===== src/common/sss_pkg.sv =====
// package of constants and types for the servo stop sequencer
package sss_pkg;
  localparam int          SSS_SEL_W        = 4;
  localparam int          SSS_TORQ_W       = 16;
  localparam int          SSS_SPEED_W      = 16;
  localparam int          SSS_TIME_W       = 16;
  localparam int          SSS_CLK_HZ       = 50000000;
  localparam int          SSS_TICK_US      = 1000;
  localparam int          SSS_TICK_CYC     = (SSS_CLK_HZ / 1000000) * SSS_TICK_US;
  localparam int          SSS_PRESC_W      = 16;
  localparam logic [3:0]  SSS_SEL_RST      = 4'h0;
  localparam logic [15:0] SSS_TORQ_RST     = 16'h0000;
  localparam logic [15:0] SSS_TIME_RST     = 16'h0000;
  localparam int          SSS_SEL_POST_BIT = 0;
  localparam int          SSS_SEL_METH_LSB = 1;
  localparam int          SSS_SEL_HOLD_BIT = 3;
  localparam logic        SSS_BRAKE_ENGAGE = 1'b0;
  localparam logic        SSS_BRAKE_FREE   = 1'b1;

  typedef enum logic [1:0] {
    SSS_METH_SERVO = 2'b00,
    SSS_METH_FREE  = 2'b01,
    SSS_METH_DYN   = 2'b10
  } sss_meth_t;

  typedef enum logic [1:0] {
    SSS_POST_FREE = 2'b00,
    SSS_POST_DYN  = 2'b01,
    SSS_POST_HOLD = 2'b10
  } sss_post_t;

  typedef enum logic [2:0] {
    SSS_ST_IDLE  = 3'b000,
    SSS_ST_RUN   = 3'b001,
    SSS_ST_DECEL = 3'b010,
    SSS_ST_STOP  = 3'b011
  } sss_state_t;
endpackage


===== src/common/sss_sel_if.sv =====
// interface carrying the decoded stop selection between modules
`timescale 1ns/1ps
interface sss_sel_if;
  import sss_pkg::*;
  sss_meth_t meth;
  sss_post_t post;
  modport src (output meth, output post);
  modport dst (input meth, input post);
endinterface


===== src/hdl/sss_sel_decode.sv =====
// decoder from a stop selection setting to method and post-stop state
`timescale 1ns/1ps
module sss_sel_decode
  import sss_pkg::*;
(
  input  wire logic [SSS_SEL_W-1:0] sel_i,
  input  wire logic                 hold_ok_i,
  sss_sel_if.src                    sel_if
);
  logic [1:0] meth_code;

  always_comb begin
    meth_code = sel_i[SSS_SEL_METH_LSB +: 2];
    case (meth_code)
      2'b00:   sel_if.meth = SSS_METH_SERVO;
      2'b01:   sel_if.meth = SSS_METH_FREE;
      2'b10:   sel_if.meth = SSS_METH_DYN;
      default: sel_if.meth = SSS_METH_DYN;
    endcase
    // hold only offered for disable stops; alarm select always gives free or dyn
    if (sel_i[SSS_SEL_HOLD_BIT] && hold_ok_i) begin
      sel_if.post = SSS_POST_HOLD;
    end else if (sel_i[SSS_SEL_POST_BIT]) begin
      sel_if.post = SSS_POST_DYN;
    end else begin
      sel_if.post = SSS_POST_FREE;
    end
  end
endmodule


===== src/hdl/sss_decel_timer.sv =====
// deceleration interval timer in millisecond ticks
`timescale 1ns/1ps
module sss_decel_timer
  import sss_pkg::*;
#(
  parameter int TICK_CYC = SSS_TICK_CYC
)
(
  input  wire logic                  clk_i,
  input  wire logic                  rst_i,
  input  wire logic                  start_i,
  input  wire logic [SSS_TIME_W-1:0] limit_i,
  output logic                       expired_o
);
  logic [SSS_PRESC_W-1:0] presc_r, presc_nxt;
  logic [SSS_TIME_W-1:0]  ms_r, ms_nxt;
  logic                   exp_r, exp_nxt;

  always_comb begin
    presc_nxt = presc_r;
    ms_nxt    = ms_r;
    exp_nxt   = exp_r;
    if (start_i) begin
      presc_nxt = '0;
      ms_nxt    = '0;
      exp_nxt   = (limit_i == '0);
    end else if (!exp_r) begin
      if (presc_r == SSS_PRESC_W'(TICK_CYC - 1)) begin
        presc_nxt = '0;
        ms_nxt    = ms_r + 1'b1;
        if (ms_r + 1'b1 >= limit_i) begin
          exp_nxt = 1'b1;
        end
      end else begin
        presc_nxt = presc_r + 1'b1;
      end
    end
  end

  always_ff @(posedge clk_i or posedge rst_i) begin
    if (rst_i) begin
      presc_r <= '0;
      ms_r    <= '0;
      exp_r   <= 1'b0;
    end else begin
      presc_r <= presc_nxt;
      ms_r    <= ms_nxt;
      exp_r   <= exp_nxt;
    end
  end

  assign expired_o = exp_r;
endmodule


===== src/hdl/sss_stop_seq.sv =====
// servo stop sequencer top: stop method and brake output; post-stop select is registered but changes no output
`timescale 1ns/1ps
module sss_stop_seq
  import sss_pkg::*;
#(
  parameter int TICK_CYC = SSS_TICK_CYC
)
(
  input  wire logic                   CLK_SYS_I,
  input  wire logic                   RST_I,
  input  wire logic                   INIT_DONE_I,
  input  wire logic                   MAIN_POWER_OK_I,
  input  wire logic                   ENABLE_I,
  input  wire logic                   ALARM_I,
  input  wire logic [SSS_SEL_W-1:0]   DISABLE_STOP_SELECT_I,
  input  wire logic [SSS_SEL_W-1:0]   ALARM_STOP_SELECT_I,
  input  wire logic [SSS_TORQ_W-1:0]  STOP_TORQUE_LIMIT_I,
  input  wire logic [SSS_TIME_W-1:0]  STOP_TIME_LIMIT_I,
  input  wire logic [SSS_SPEED_W-1:0] STOP_SPEED_THRESHOLD_I,
  input  wire logic [SSS_SPEED_W-1:0] MOTOR_SPEED_I,
  output logic                        SERVO_READY_STATUS_O,
  output logic                        SERVO_ENABLED_STATUS_O,
  output logic                        POWER_ON_O,
  output logic                        REVERSE_BRAKE_O,
  output logic [SSS_TORQ_W-1:0]       TORQUE_LIMIT_O,
  output logic                        DYN_BRAKE_O,
  output logic                        BRAKE_RELEASE_SIGNAL_O,
  output logic                        BRAKE_ENGAGE_SIGNAL_O,
  output logic                        STOPPING_O,
  output logic                        ALARM_STOP_O
);
  sss_sel_if dis_sel ();
  sss_sel_if alm_sel ();

  sss_state_t             state_r, state_nxt;
  sss_meth_t              meth_r, meth_nxt;
  sss_post_t              post_r, post_nxt;
  logic                   alm_r, alm_nxt;
  logic                   ready_r, ready_nxt;
  logic                   en_st_r, en_st_nxt;
  logic                   pwr_r, pwr_nxt;
  logic                   rev_r, rev_nxt;
  logic [SSS_TORQ_W-1:0]  torq_r, torq_nxt;
  logic                   dyn_r, dyn_nxt;
  logic                   rel_r, rel_nxt;
  logic                   eng_r, eng_nxt;
  logic                   stp_r, stp_nxt;
  logic                   timer_start;
  logic                   timer_exp;
  logic                   slow;
  logic                   decel_done;
  logic                   go_run;

  sss_sel_decode u_dis_dec (
    .sel_i     (DISABLE_STOP_SELECT_I),
    .hold_ok_i (1'b1),
    .sel_if    (dis_sel.src)
  );

  // alarm path cannot select holding, so only six sequences exist
  sss_sel_decode u_alm_dec (
    .sel_i     (ALARM_STOP_SELECT_I),
    .hold_ok_i (1'b0),
    .sel_if    (alm_sel.src)
  );

  sss_decel_timer #(
    .TICK_CYC (TICK_CYC)
  ) u_timer (
    .clk_i     (CLK_SYS_I),
    .rst_i     (RST_I),
    .start_i   (timer_start),
    .limit_i   (STOP_TIME_LIMIT_I),
    .expired_o (timer_exp)
  );

  assign slow       = (MOTOR_SPEED_I < STOP_SPEED_THRESHOLD_I);
  assign decel_done = timer_exp || slow;
  assign go_run     = ENABLE_I && !ALARM_I && ready_r;

  always_comb begin
    state_nxt   = state_r;
    meth_nxt    = meth_r;
    post_nxt    = post_r;
    alm_nxt     = alm_r;
    timer_start = 1'b0;
    ready_nxt   = INIT_DONE_I && MAIN_POWER_OK_I;
    case (state_r)
      SSS_ST_IDLE: begin
        if (go_run) begin
          state_nxt = SSS_ST_RUN;
        end
      end
      SSS_ST_RUN: begin
        if (ALARM_I || !ready_r) begin
          state_nxt   = SSS_ST_DECEL;
          meth_nxt    = alm_sel.meth;
          post_nxt    = alm_sel.post;
          alm_nxt     = 1'b1;
          timer_start = 1'b1;
        end else if (!ENABLE_I) begin
          state_nxt   = SSS_ST_DECEL;
          meth_nxt    = dis_sel.meth;
          post_nxt    = dis_sel.post;
          alm_nxt     = 1'b0;
          timer_start = 1'b1;
        end
      end
      SSS_ST_DECEL: begin
        if (ALARM_I && !alm_r) begin
          // timer keeps running; interval is not restarted by the switch
          meth_nxt = alm_sel.meth;
          post_nxt = alm_sel.post;
          alm_nxt  = 1'b1;
        end
        if (decel_done) begin
          state_nxt = SSS_ST_STOP;
        end
      end
      SSS_ST_STOP: begin
        if (ALARM_I && !alm_r) begin
          post_nxt = alm_sel.post;
          alm_nxt  = 1'b1;
        end
        if (!ENABLE_I && !ALARM_I) begin
          state_nxt = SSS_ST_IDLE;
          alm_nxt   = 1'b0;
        end
      end
      default: begin
        state_nxt = SSS_ST_IDLE;
      end
    endcase
  end

  always_comb begin
    en_st_nxt = 1'b0;
    pwr_nxt   = 1'b0;
    rev_nxt   = 1'b0;
    torq_nxt  = '0;
    dyn_nxt   = 1'b0;
    rel_nxt   = SSS_BRAKE_ENGAGE;
    case (state_nxt)
      SSS_ST_RUN: begin
        en_st_nxt = 1'b1;
        pwr_nxt   = 1'b1;
        rel_nxt   = SSS_BRAKE_FREE;
      end
      SSS_ST_DECEL: begin
        // brake kept released while the rotor still turns
        rel_nxt = SSS_BRAKE_FREE;
        case (meth_nxt)
          SSS_METH_SERVO: begin
            pwr_nxt  = 1'b1;
            rev_nxt  = 1'b1;
            torq_nxt = STOP_TORQUE_LIMIT_I;
          end
          SSS_METH_FREE: begin
            pwr_nxt = 1'b0;
          end
          SSS_METH_DYN: begin
            dyn_nxt = 1'b1;
          end
          default: begin
            dyn_nxt = 1'b1;
          end
        endcase
      end
      SSS_ST_STOP: begin
        // dynamic braking off and brake engaged once decel ends, by time limit or low speed
        dyn_nxt = 1'b0;
        rel_nxt = SSS_BRAKE_ENGAGE;
        case (post_nxt)
          SSS_POST_DYN:  dyn_nxt = 1'b0;
          SSS_POST_FREE: dyn_nxt = 1'b0;
          SSS_POST_HOLD: rel_nxt = SSS_BRAKE_ENGAGE;
          default:       dyn_nxt = 1'b0;
        endcase
      end
      default: begin
        rel_nxt = SSS_BRAKE_ENGAGE;
      end
    endcase
    eng_nxt = ~rel_nxt;
    stp_nxt = (state_nxt == SSS_ST_DECEL);
  end

  always_ff @(posedge CLK_SYS_I or posedge RST_I) begin
    if (RST_I) begin
      state_r <= SSS_ST_IDLE;
      meth_r  <= SSS_METH_DYN;
      post_r  <= SSS_POST_FREE;
      alm_r   <= 1'b0;
      ready_r <= 1'b0;
      en_st_r <= 1'b0;
      pwr_r   <= 1'b0;
      rev_r   <= 1'b0;
      torq_r  <= SSS_TORQ_RST;
      dyn_r   <= 1'b0;
      rel_r   <= SSS_BRAKE_ENGAGE;
    end else begin
      state_r <= state_nxt;
      meth_r  <= meth_nxt;
      post_r  <= post_nxt;
      alm_r   <= alm_nxt;
      ready_r <= ready_nxt;
      en_st_r <= en_st_nxt;
      pwr_r   <= pwr_nxt;
      rev_r   <= rev_nxt;
      torq_r  <= torq_nxt;
      dyn_r   <= dyn_nxt;
      rel_r   <= rel_nxt;
    end
  end

  // engage mirrors release, so the pair never shows one level
  always_ff @(posedge CLK_SYS_I or posedge RST_I) begin
    if (RST_I) begin
      eng_r <= ~SSS_BRAKE_ENGAGE;
      stp_r <= 1'b0;
    end else begin
      eng_r <= eng_nxt;
      stp_r <= stp_nxt;
    end
  end

  assign BRAKE_ENGAGE_SIGNAL_O  = eng_r;
  assign STOPPING_O             = stp_r;

  assign SERVO_READY_STATUS_O   = ready_r;
  assign SERVO_ENABLED_STATUS_O = en_st_r;
  assign POWER_ON_O             = pwr_r;
  assign REVERSE_BRAKE_O        = rev_r;
  assign TORQUE_LIMIT_O         = torq_r;
  assign DYN_BRAKE_O            = dyn_r;
  assign BRAKE_RELEASE_SIGNAL_O = rel_r;
  assign ALARM_STOP_O           = alm_r;
endmodule


===== config.mk =====
export PLATFORM = sky130hd
export DESIGN_NAME = sss_stop_seq
export DESIGN_NICKNAME = d
export VERILOG_FILES = /design/src/common/sss_pkg.sv /design/src/common/sss_sel_if.sv /design/src/hdl/sss_sel_decode.sv /design/src/hdl/sss_decel_timer.sv /design/src/hdl/sss_stop_seq.sv
export SDC_FILE = /design/constraint.sdc
export NUM_CORES = 1
export LEC_CHECK = 0
export BUFFER_PORTS_ARGS = -buffer_cell sky130_fd_sc_hd__buf_2
export CAP_MARGIN = 20
export CELL_PAD_IN_SITES_DETAIL_PLACEMENT = 0
export CELL_PAD_IN_SITES_GLOBAL_PLACEMENT = 1
export CORE_AREA = 5 5 153 82
export CTS_CLUSTER_SIZE = 25
export DETAILED_ROUTE_END_ITERATION = 12
export DIE_AREA = 0 0 158 87
export PLACE_DENSITY_LB_ADDON = 0.2
export SLEW_MARGIN = 5
export SYNTH_ARGS = -nofsm -noshare
export SYNTH_HDL_FRONTEND = slang
export SYNTH_SLANG_ARGS = --single-unit
export TNS_END_PERCENT = 1

===== constraint.sdc =====
create_clock -name CLK_SYS_I -period 3.09 [get_ports CLK_SYS_I]
set_clock_uncertainty 0.2 [all_clocks]
set_input_delay 0.4635 -clock CLK_SYS_I [delete_from_list [all_inputs] [get_ports CLK_SYS_I]]
set_output_delay 0.4635 -clock CLK_SYS_I [all_outputs]
set_load 0.03 [all_outputs]

==> impl_metrics.ini, run 1 <==
[worst_setup_path]
critPathMaxFanout = 5
worstPathArrival_ns = 2.86
path_cells = nand3_1, nor2_1, nand3_1, or3_1, xnor2_1, ha_1, nand4_1, a31oi_1, o21a_1
endpoint_kind = register
crit_slowest_cell = or3_1
path_buf_inv = 0
r2r-start = u_timer.ms_r[2]
critPathRequiredTime_ns = 3.16
worst-r2r-cell-count = 9
cpPeakStageDelay_ns = 0.46
reg2reg_setup_slack_ns = 0.29
crit_top_cell = nand3_1
critPathKind = register to register
rr_endpoint = u_timer.expired_o
startpoint_type = register
critical-path-top-delay-family = simple AND/OR/NAND/NOR gates

[logic_synthesis]
synthSimpleGateAreaFrac = 0.225
synth_top_flop_cell = dfrtp_1
synth_cell_types = 52
synth-edff-count = 0
synth_xor_area_frac = 0.0443
synthMuxAreaShare = 0.00566
synth_fa_ha_area_frac = 0.110
ys_ff_latch = 63
synth_area_per_cell_sq_um = 9.24
syn_inst = 407
synthesis.nets = 518
synth_area_sq_um = 3760
synth_compound_area_frac = 0.144
synth_top_family_by_area = simple AND/OR/NAND/NOR gates
ys_warn_count = 0
yosysSeqAreaShare = 0.420
ys_async_sr_fraction = 1.00

[detailed_routing]
totalWireLength_um = 9600
drtIter0Drc = 154
postRouteAntennaNets = 0
wl_per_cell_um = 14.3
first_pass_iters = 5
via_per_inst = 4.80
drc = 0
vias = 3223

[power]
p_total_mw = 2.38
vdd_drop_max_mv = 0.309
power_leakage_nw = 2.43
power_density_nw_per_um2 = 499

[cells_and_area]
drive_above_1_share = 0.248
final_nets = 627
antenna-diode-count = 0
fill_cells = 1124
area_growth_syn_to_layout_pct = 26.6

[place]
place.gp.congestion = 0.778
hpwl_um = 7700
io_buffers = 98

[cts]
cts.clk_slew.worst_paths_ns = 0.06
cts_tree = yes
cts_buffers = 9
cts_num_sinks = 63
cts_hold_buf = 0
h-tree-depth = 3
insertion_delay_ns = 0.33
post-cts-setup-buffers = 0
clock_path_buffers = 2
root_buffer = clkbuf_16
cts_resized = 0

[timing]
rsz0062_at_grt = no
max_slew_margin = 0.322
setup-tns-final_ns = 0
fin_crit_ns = 2.80
hold_slack_ns = 0.0347
worstMarginPinSlew_ns = 1.02
drv_slew = 0
setup_violations = 0
hold_violations = 0
fmax_ghz = 0.358
period_share = 0.905

[global_routing]
antenna_found_initial = 0
grt_util_all_layers = 0.150
grt_pass1_vias = 3138
overflow = 0
grt_max_degree = 33
grt_pass1_wl_um = 16100

[floorplan]
rows = 28
fp.dieW_um = 158
start_util = 0.334
die_h_um = 87
coreArea_sq_um = 11200
dieArea_sq_um = 13700
ios = 103

[job]
cap_viol_max_count = 0

[run_status]
status = completed

[worst_hold_path]
min_path_type = input pin to asynchronous set/reset pin
==> placed cells by master (no fill, tap or decap), types with 3 or more instances in the layout <==
| cell type | instances |
|---|---|
| nand4_1 | 9 |
| ha_1 | 33 |
| or3_1 | 7 |
| nor2_1 | 36 |
| and3_1 | 4 |
| nor2b_1 | 7 |
| or4_1 | 5 |
| inv_6 | 4 |
| nand3_1 | 14 |
| clkbuf_16 | 9 |
| and4_1 | 3 |
| inv_1 | 36 |
| and2_1 | 18 |
| xor2_1 | 6 |
| o21ai_0 | 24 |
| nor3_1 | 5 |
| a21oi_1 | 28 |
| xnor2_1 | 13 |
| nand2b_1 | 5 |
| dfrtp_1 | 61 |
| nand2_1 | 25 |
| buf_4 | 8 |
| a22o_1 | 10 |
| buf_2 | 98 |
| nor3b_1 | 7 |
| a31oi_1 | 4 |
| nor4_1 | 4 |
==> area by class of cell <==
cell class,count,area [sq um],share of cell area
Tap cell,150,188,0.0394
Timing Repair Buffer,106,551,0.116
Multi-Input combinational cell,298,1990,0.418
Clock buffer,10,239,0.0502
Clock inverter,6,72.6,0.0152
Inverter,38,143,0.0300
Sequential cell,63,1580,0.332
==> per-layer routing <==
metal | global-route usage | up-vias | share of wire
met5 | 0 | - | 0
met4 | 0.0302 | 0 | 0.0024
met1 | 0.237 | 1470 | 0.57
met3 | 0.0640 | 2 | 0.075
li1 | - | 1660 | -
met2 | 0.182 | 91 | 0.36
==> cells in the mapped netlist, types with 5 or more instances <==
master | count | area, sq um
dfrtp_1 | 61 | 1530
ha_1 | 33 | 413
a22o_1 | 10 | 87.6
nor3b_1 | 7 | 52.6
nor2_1 | 36 | 135
or4_1 | 5 | 37.5
or3_1 | 7 | 43.8
nand4_1 | 9 | 56.3
nand2_1 | 25 | 93.8
nor2b_1 | 7 | 43.8
nand3_1 | 14 | 70.1
nand2b_1 | 5 | 31.3
and2_1 | 18 | 113
o21ai_0 | 24 | 120
xnor2_1 | 13 | 114
clkbuf_1 | 5 | 18.8
xor2_1 | 6 | 52.6
nor3_1 | 5 | 25.0
a21oi_1 | 28 | 140
inv_1 | 37 | 139
==> worst reg2reg max path: cells and delay by family, from the launching register on <==
| kind | cells | cell delay, ns |
|---|---|---|
| adders and majority gates | 1 | 0.29 |
| xor gates and xnor gates | 1 | 0.15 |
| DFF | 1 | 0.44 |
| AOI/OAI and AO/OA | 2 | 0.36 |
| and+or+nand+nor | 5 | 1.29 |
==> registers in the layout, indices dropped and copies added (netlist names), 2 cells and up <==
| name | flops |
|---|---|
| TORQUE_LIMIT_O | 16 |
| u_timer.ms_r | 16 |
| state_r | 3 |
| u_timer.presc_r | 16 |
| meth_r | 2 |
==> power breakdown <==
| part | total (mW) | switching [mW] | internal [mW] |
|---|---|---|---|
| Combinational | 0.359 | 0.196 | 0.163 |
| Sequential | 0.969 | 0.0687 | 0.900 |
| Clock | 1.05 | 0.390 | 0.657 |
| Total | 2.38 | 0.655 | 1.72 |
==> cells by family (layout without fill, tap and decap cells) <==
kind of cell	count (synthesis)	after routing
mux	2	2
simple gates	157	157
xor+xnor	19	19
buf+inv	46	160
flops	63	63
fa+ha+maj	33	33
other cells	1	1
compound gates	86	86
==> how the worst max path moves through the flow <==
stage | from | endpoint | slack [ns] | depth (start not counted)
final | u_timer.ms_r[2] | u_timer.expired_o | 0.29 | 9
after global routing | u_timer.ms_r[2] | u_timer.expired_o | 0.05 | 11
after CTS | u_timer.ms_r[2] | u_timer.expired_o | 0.31 | 9
after detailed placement | STOP_SPEED_THRESHOLD_I[15] | TORQUE_LIMIT_O[2] | 0.27 | 10
after global placement | STOP_SPEED_THRESHOLD_I[15] | TORQUE_LIMIT_O[4] | 0.26 | 10
after floorplan | u_timer.ms_r[0] | u_timer.expired_o | 0.66 | 11
==> stage by stage <==
step	setup WS, ns	std cells	util	area, sq um
finish	0.295	671	0.423	4760
global route	0.0467	671	0.423	4760
CTS	0.310	671	0.423	4760
detailed placement	0.273	655	0.396	4450
global placement	0.262	655	0.396	4450
floorplan	0.661	407	-	3760
No activity file was read; power rests on OpenSTA's default activity.
==> run 2: changes to the inputs <==
--- a/config.mk
+++ b/config.mk
@@ -13,7 +13,8 @@
 export CTS_CLUSTER_SIZE = 25
 export DETAILED_ROUTE_END_ITERATION = 12
 export DIE_AREA = 0 0 158 87
-export PLACE_DENSITY_LB_ADDON = 0.2
+export PLACE_DENSITY_LB_ADDON = 0.1
+export SETUP_SLACK_MARGIN = 0.1
 export SLEW_MARGIN = 5
 export SYNTH_ARGS = -nofsm -noshare
 export SYNTH_HDL_FRONTEND = slang
==> constraint.sdc (replaced) <==
create_clock -name CLK_SYS_I -period 2.9 [get_ports CLK_SYS_I]
set_clock_uncertainty 0.2 [all_clocks]
set_input_delay 0.435 -clock CLK_SYS_I [delete_from_list [all_inputs] [get_ports CLK_SYS_I]]
set_output_delay 0.435 -clock CLK_SYS_I [all_outputs]
set_load 0.03 [all_outputs]
==> impl_metrics.ini, run 2 (same netlist as run 1, synthesis figures left out) <==
[run_status]
status = completed

[floorplan]
start_util = 0.334
ios = 103
dieArea_sq_um = 13700
fp.dieW_um = 158
rows = 28
die_h_um = 87
coreArea_sq_um = 11200

[global_routing]
antenna_found_initial = 0
grt_util_all_layers = 0.155
overflow = 0
grt_pass1_vias = 3336
grt_max_degree = 26
grt_pass1_wl_um = 16700

[worst_setup_path]
crit_top_cell = ha_1
critPathKind = register to register
startpoint_type = register
crit_slowest_cell = dfrtp_1
critPathRequiredTime_ns = 2.91
worstPathArrival_ns = 2.63
path_cells = ha_1, nand2_1, nor2_2, buf_4, nand3_1, xnor2_1, ha_1, and4_1, a21oi_1, a31oi_1, o21a_1
critPathMaxFanout = 5
endpoint_kind = register
cpPeakStageDelay_ns = 0.42

[cells_and_area]
area_growth_syn_to_layout_pct = 29.6
layout_commonest_cell = buf_2
final_cells = 678
final_cell_mix = buf_2, dfrtp_1, inv_1, nor2_1, ha_1
antenna-diode-count = 0
drive_above_1_share = 0.259
final_design_area_no_fill_sq_um = 4870
final_nets = 634

[detailed_routing]
drc = 0
wl_per_cell_um = 14.7
first_pass_iters = 4
totalWireLength_um = 9990
postRouteAntennaNets = 0
drtIter0Drc = 191
vias = 3230
via_per_inst = 4.76

[timing]
fin_crit_ns = 2.61
setup_violations = 0
period_share = 0.901
worstMarginPinSlew_ns = 0.548
setup-tns-final_ns = 0
hold_violations = 0
drv_slew = 0
rsz0062_at_grt = no
fmax_ghz = 0.383
hold_slack_ns = 0.106
max_slew_margin = 0.633

[power]
combPwrFrac = 0.144
p_sw_mw = 0.702
p_int_mw = 1.99
clock_power_share = 0.471
switching_share = 0.261
power_leakage_nw = 2.49
pwr-share-seq = 0.385
vdd_drop_max_mv = 0.268
p_total_mw = 2.69
power_density_nw_per_um2 = 552

[job]
cap_viol_max_count = 0

[place]
place.gp.congestion = 0.774
io_buffers = 98
place_area_sq_um = 4510
dp.cells = 661
hpwl_um = 7890

[cts]
clock_path_buffers = 2
cts_buffers = 9
root_buffer = clkbuf_16
cts_tree = yes
cts.clk_slew.worst_paths_ns = 0.06
cts_num_sinks = 63
insertion_delay_ns = 0.33
h-tree-depth = 3

[worst_hold_path]
min_path_type = input pin to register
run 2: changes by cell type in the layout (fill, tap and decap cells not counted):
cell,previous run,this run
bufinv_16,1,3
inv_6,4,3
nor2_1,36,34
nor2_2,0,2
buf_12,0,1
buf_4,8,13
dlygate4sd3_1,0,1
clkinv_4,0,1
clkbuf_8,1,0
clkinvlp_4,1,0
run 2: per-layer routing:
layer  track usage  up-vias  wire length [um]
met3        0.0655        6               746
li1              -     1675                 -
met4        0.0279        0                53
met5             0        -                 0
met2         0.204       70              3710
met1         0.235     1479              5480
run 2: worst paths after layout:
check	from	endpoint	slack, ns	cells past startpoint
max	u_timer.ms_r[0]	u_timer.expired_o	0.29	11
min	MAIN_POWER_OK_I	SERVO_READY_STATUS_O	0.11	2
max reg2reg	u_timer.ms_r[0]	u_timer.expired_o	0.29	11
min reg2reg	u_timer.presc_r[15]	u_timer.presc_r[15]	0.27	1
max in group asynchronous	RST_I	u_timer.ms_r[1]	1.40	4
min in group asynchronous	RST_I	TORQUE_LIMIT_O[3]	0.42	3
run 2: metrics by stage:
| stage | util | worst slack, ns |
|---|---|---|
| floorplan | - | 0.471 |
| global placement | 0.401 | 0.171 |
| detailed placement | 0.401 | 0.173 |
| CTS | 0.433 | 0.203 |
| global route | 0.433 | 0.0921 |
| finish | 0.433 | 0.286 |
run 2: worst max-delay path: cells and delay by family (launching register included):
family          cells  cell delay, ns
fa+ha+maj           2            0.45
xor+xnor            1            0.21
compound gates      3            0.48
flops               1            0.42
buf+inv             1            0.16
simple gates        4            0.58
run 2: what timing repair did:
action / 4_1_cts / 5_1_grt
gates resized for setup: 0 / 2
hold buffers: 1 / 0
endpoints found under the setup margin: 0 / 1
buffers inserted: 0 / 0
endpoints found under the hold margin: 17 / 0
run 2: power groups by stage:
stage	combinational, mW	clock, mW	sequential [mW]
finish	0.387	1.26	1.04
global route	0.457	1.34	1.05
CTS	0.392	1.30	1.03
detailed placement	0.389	0	1.05
global placement	0.380	0	1.05
floorplan	0.234	0	1.06
run 2: layout make-up:
class	instances	area (sq um)
tap	150	188
clock buffer	9	225
timing repair buffer	113	618
fill	1104	6370
clock inverter	7	125
sequential	63	1580
multi-input combinational	298	1990
inverter	38	143
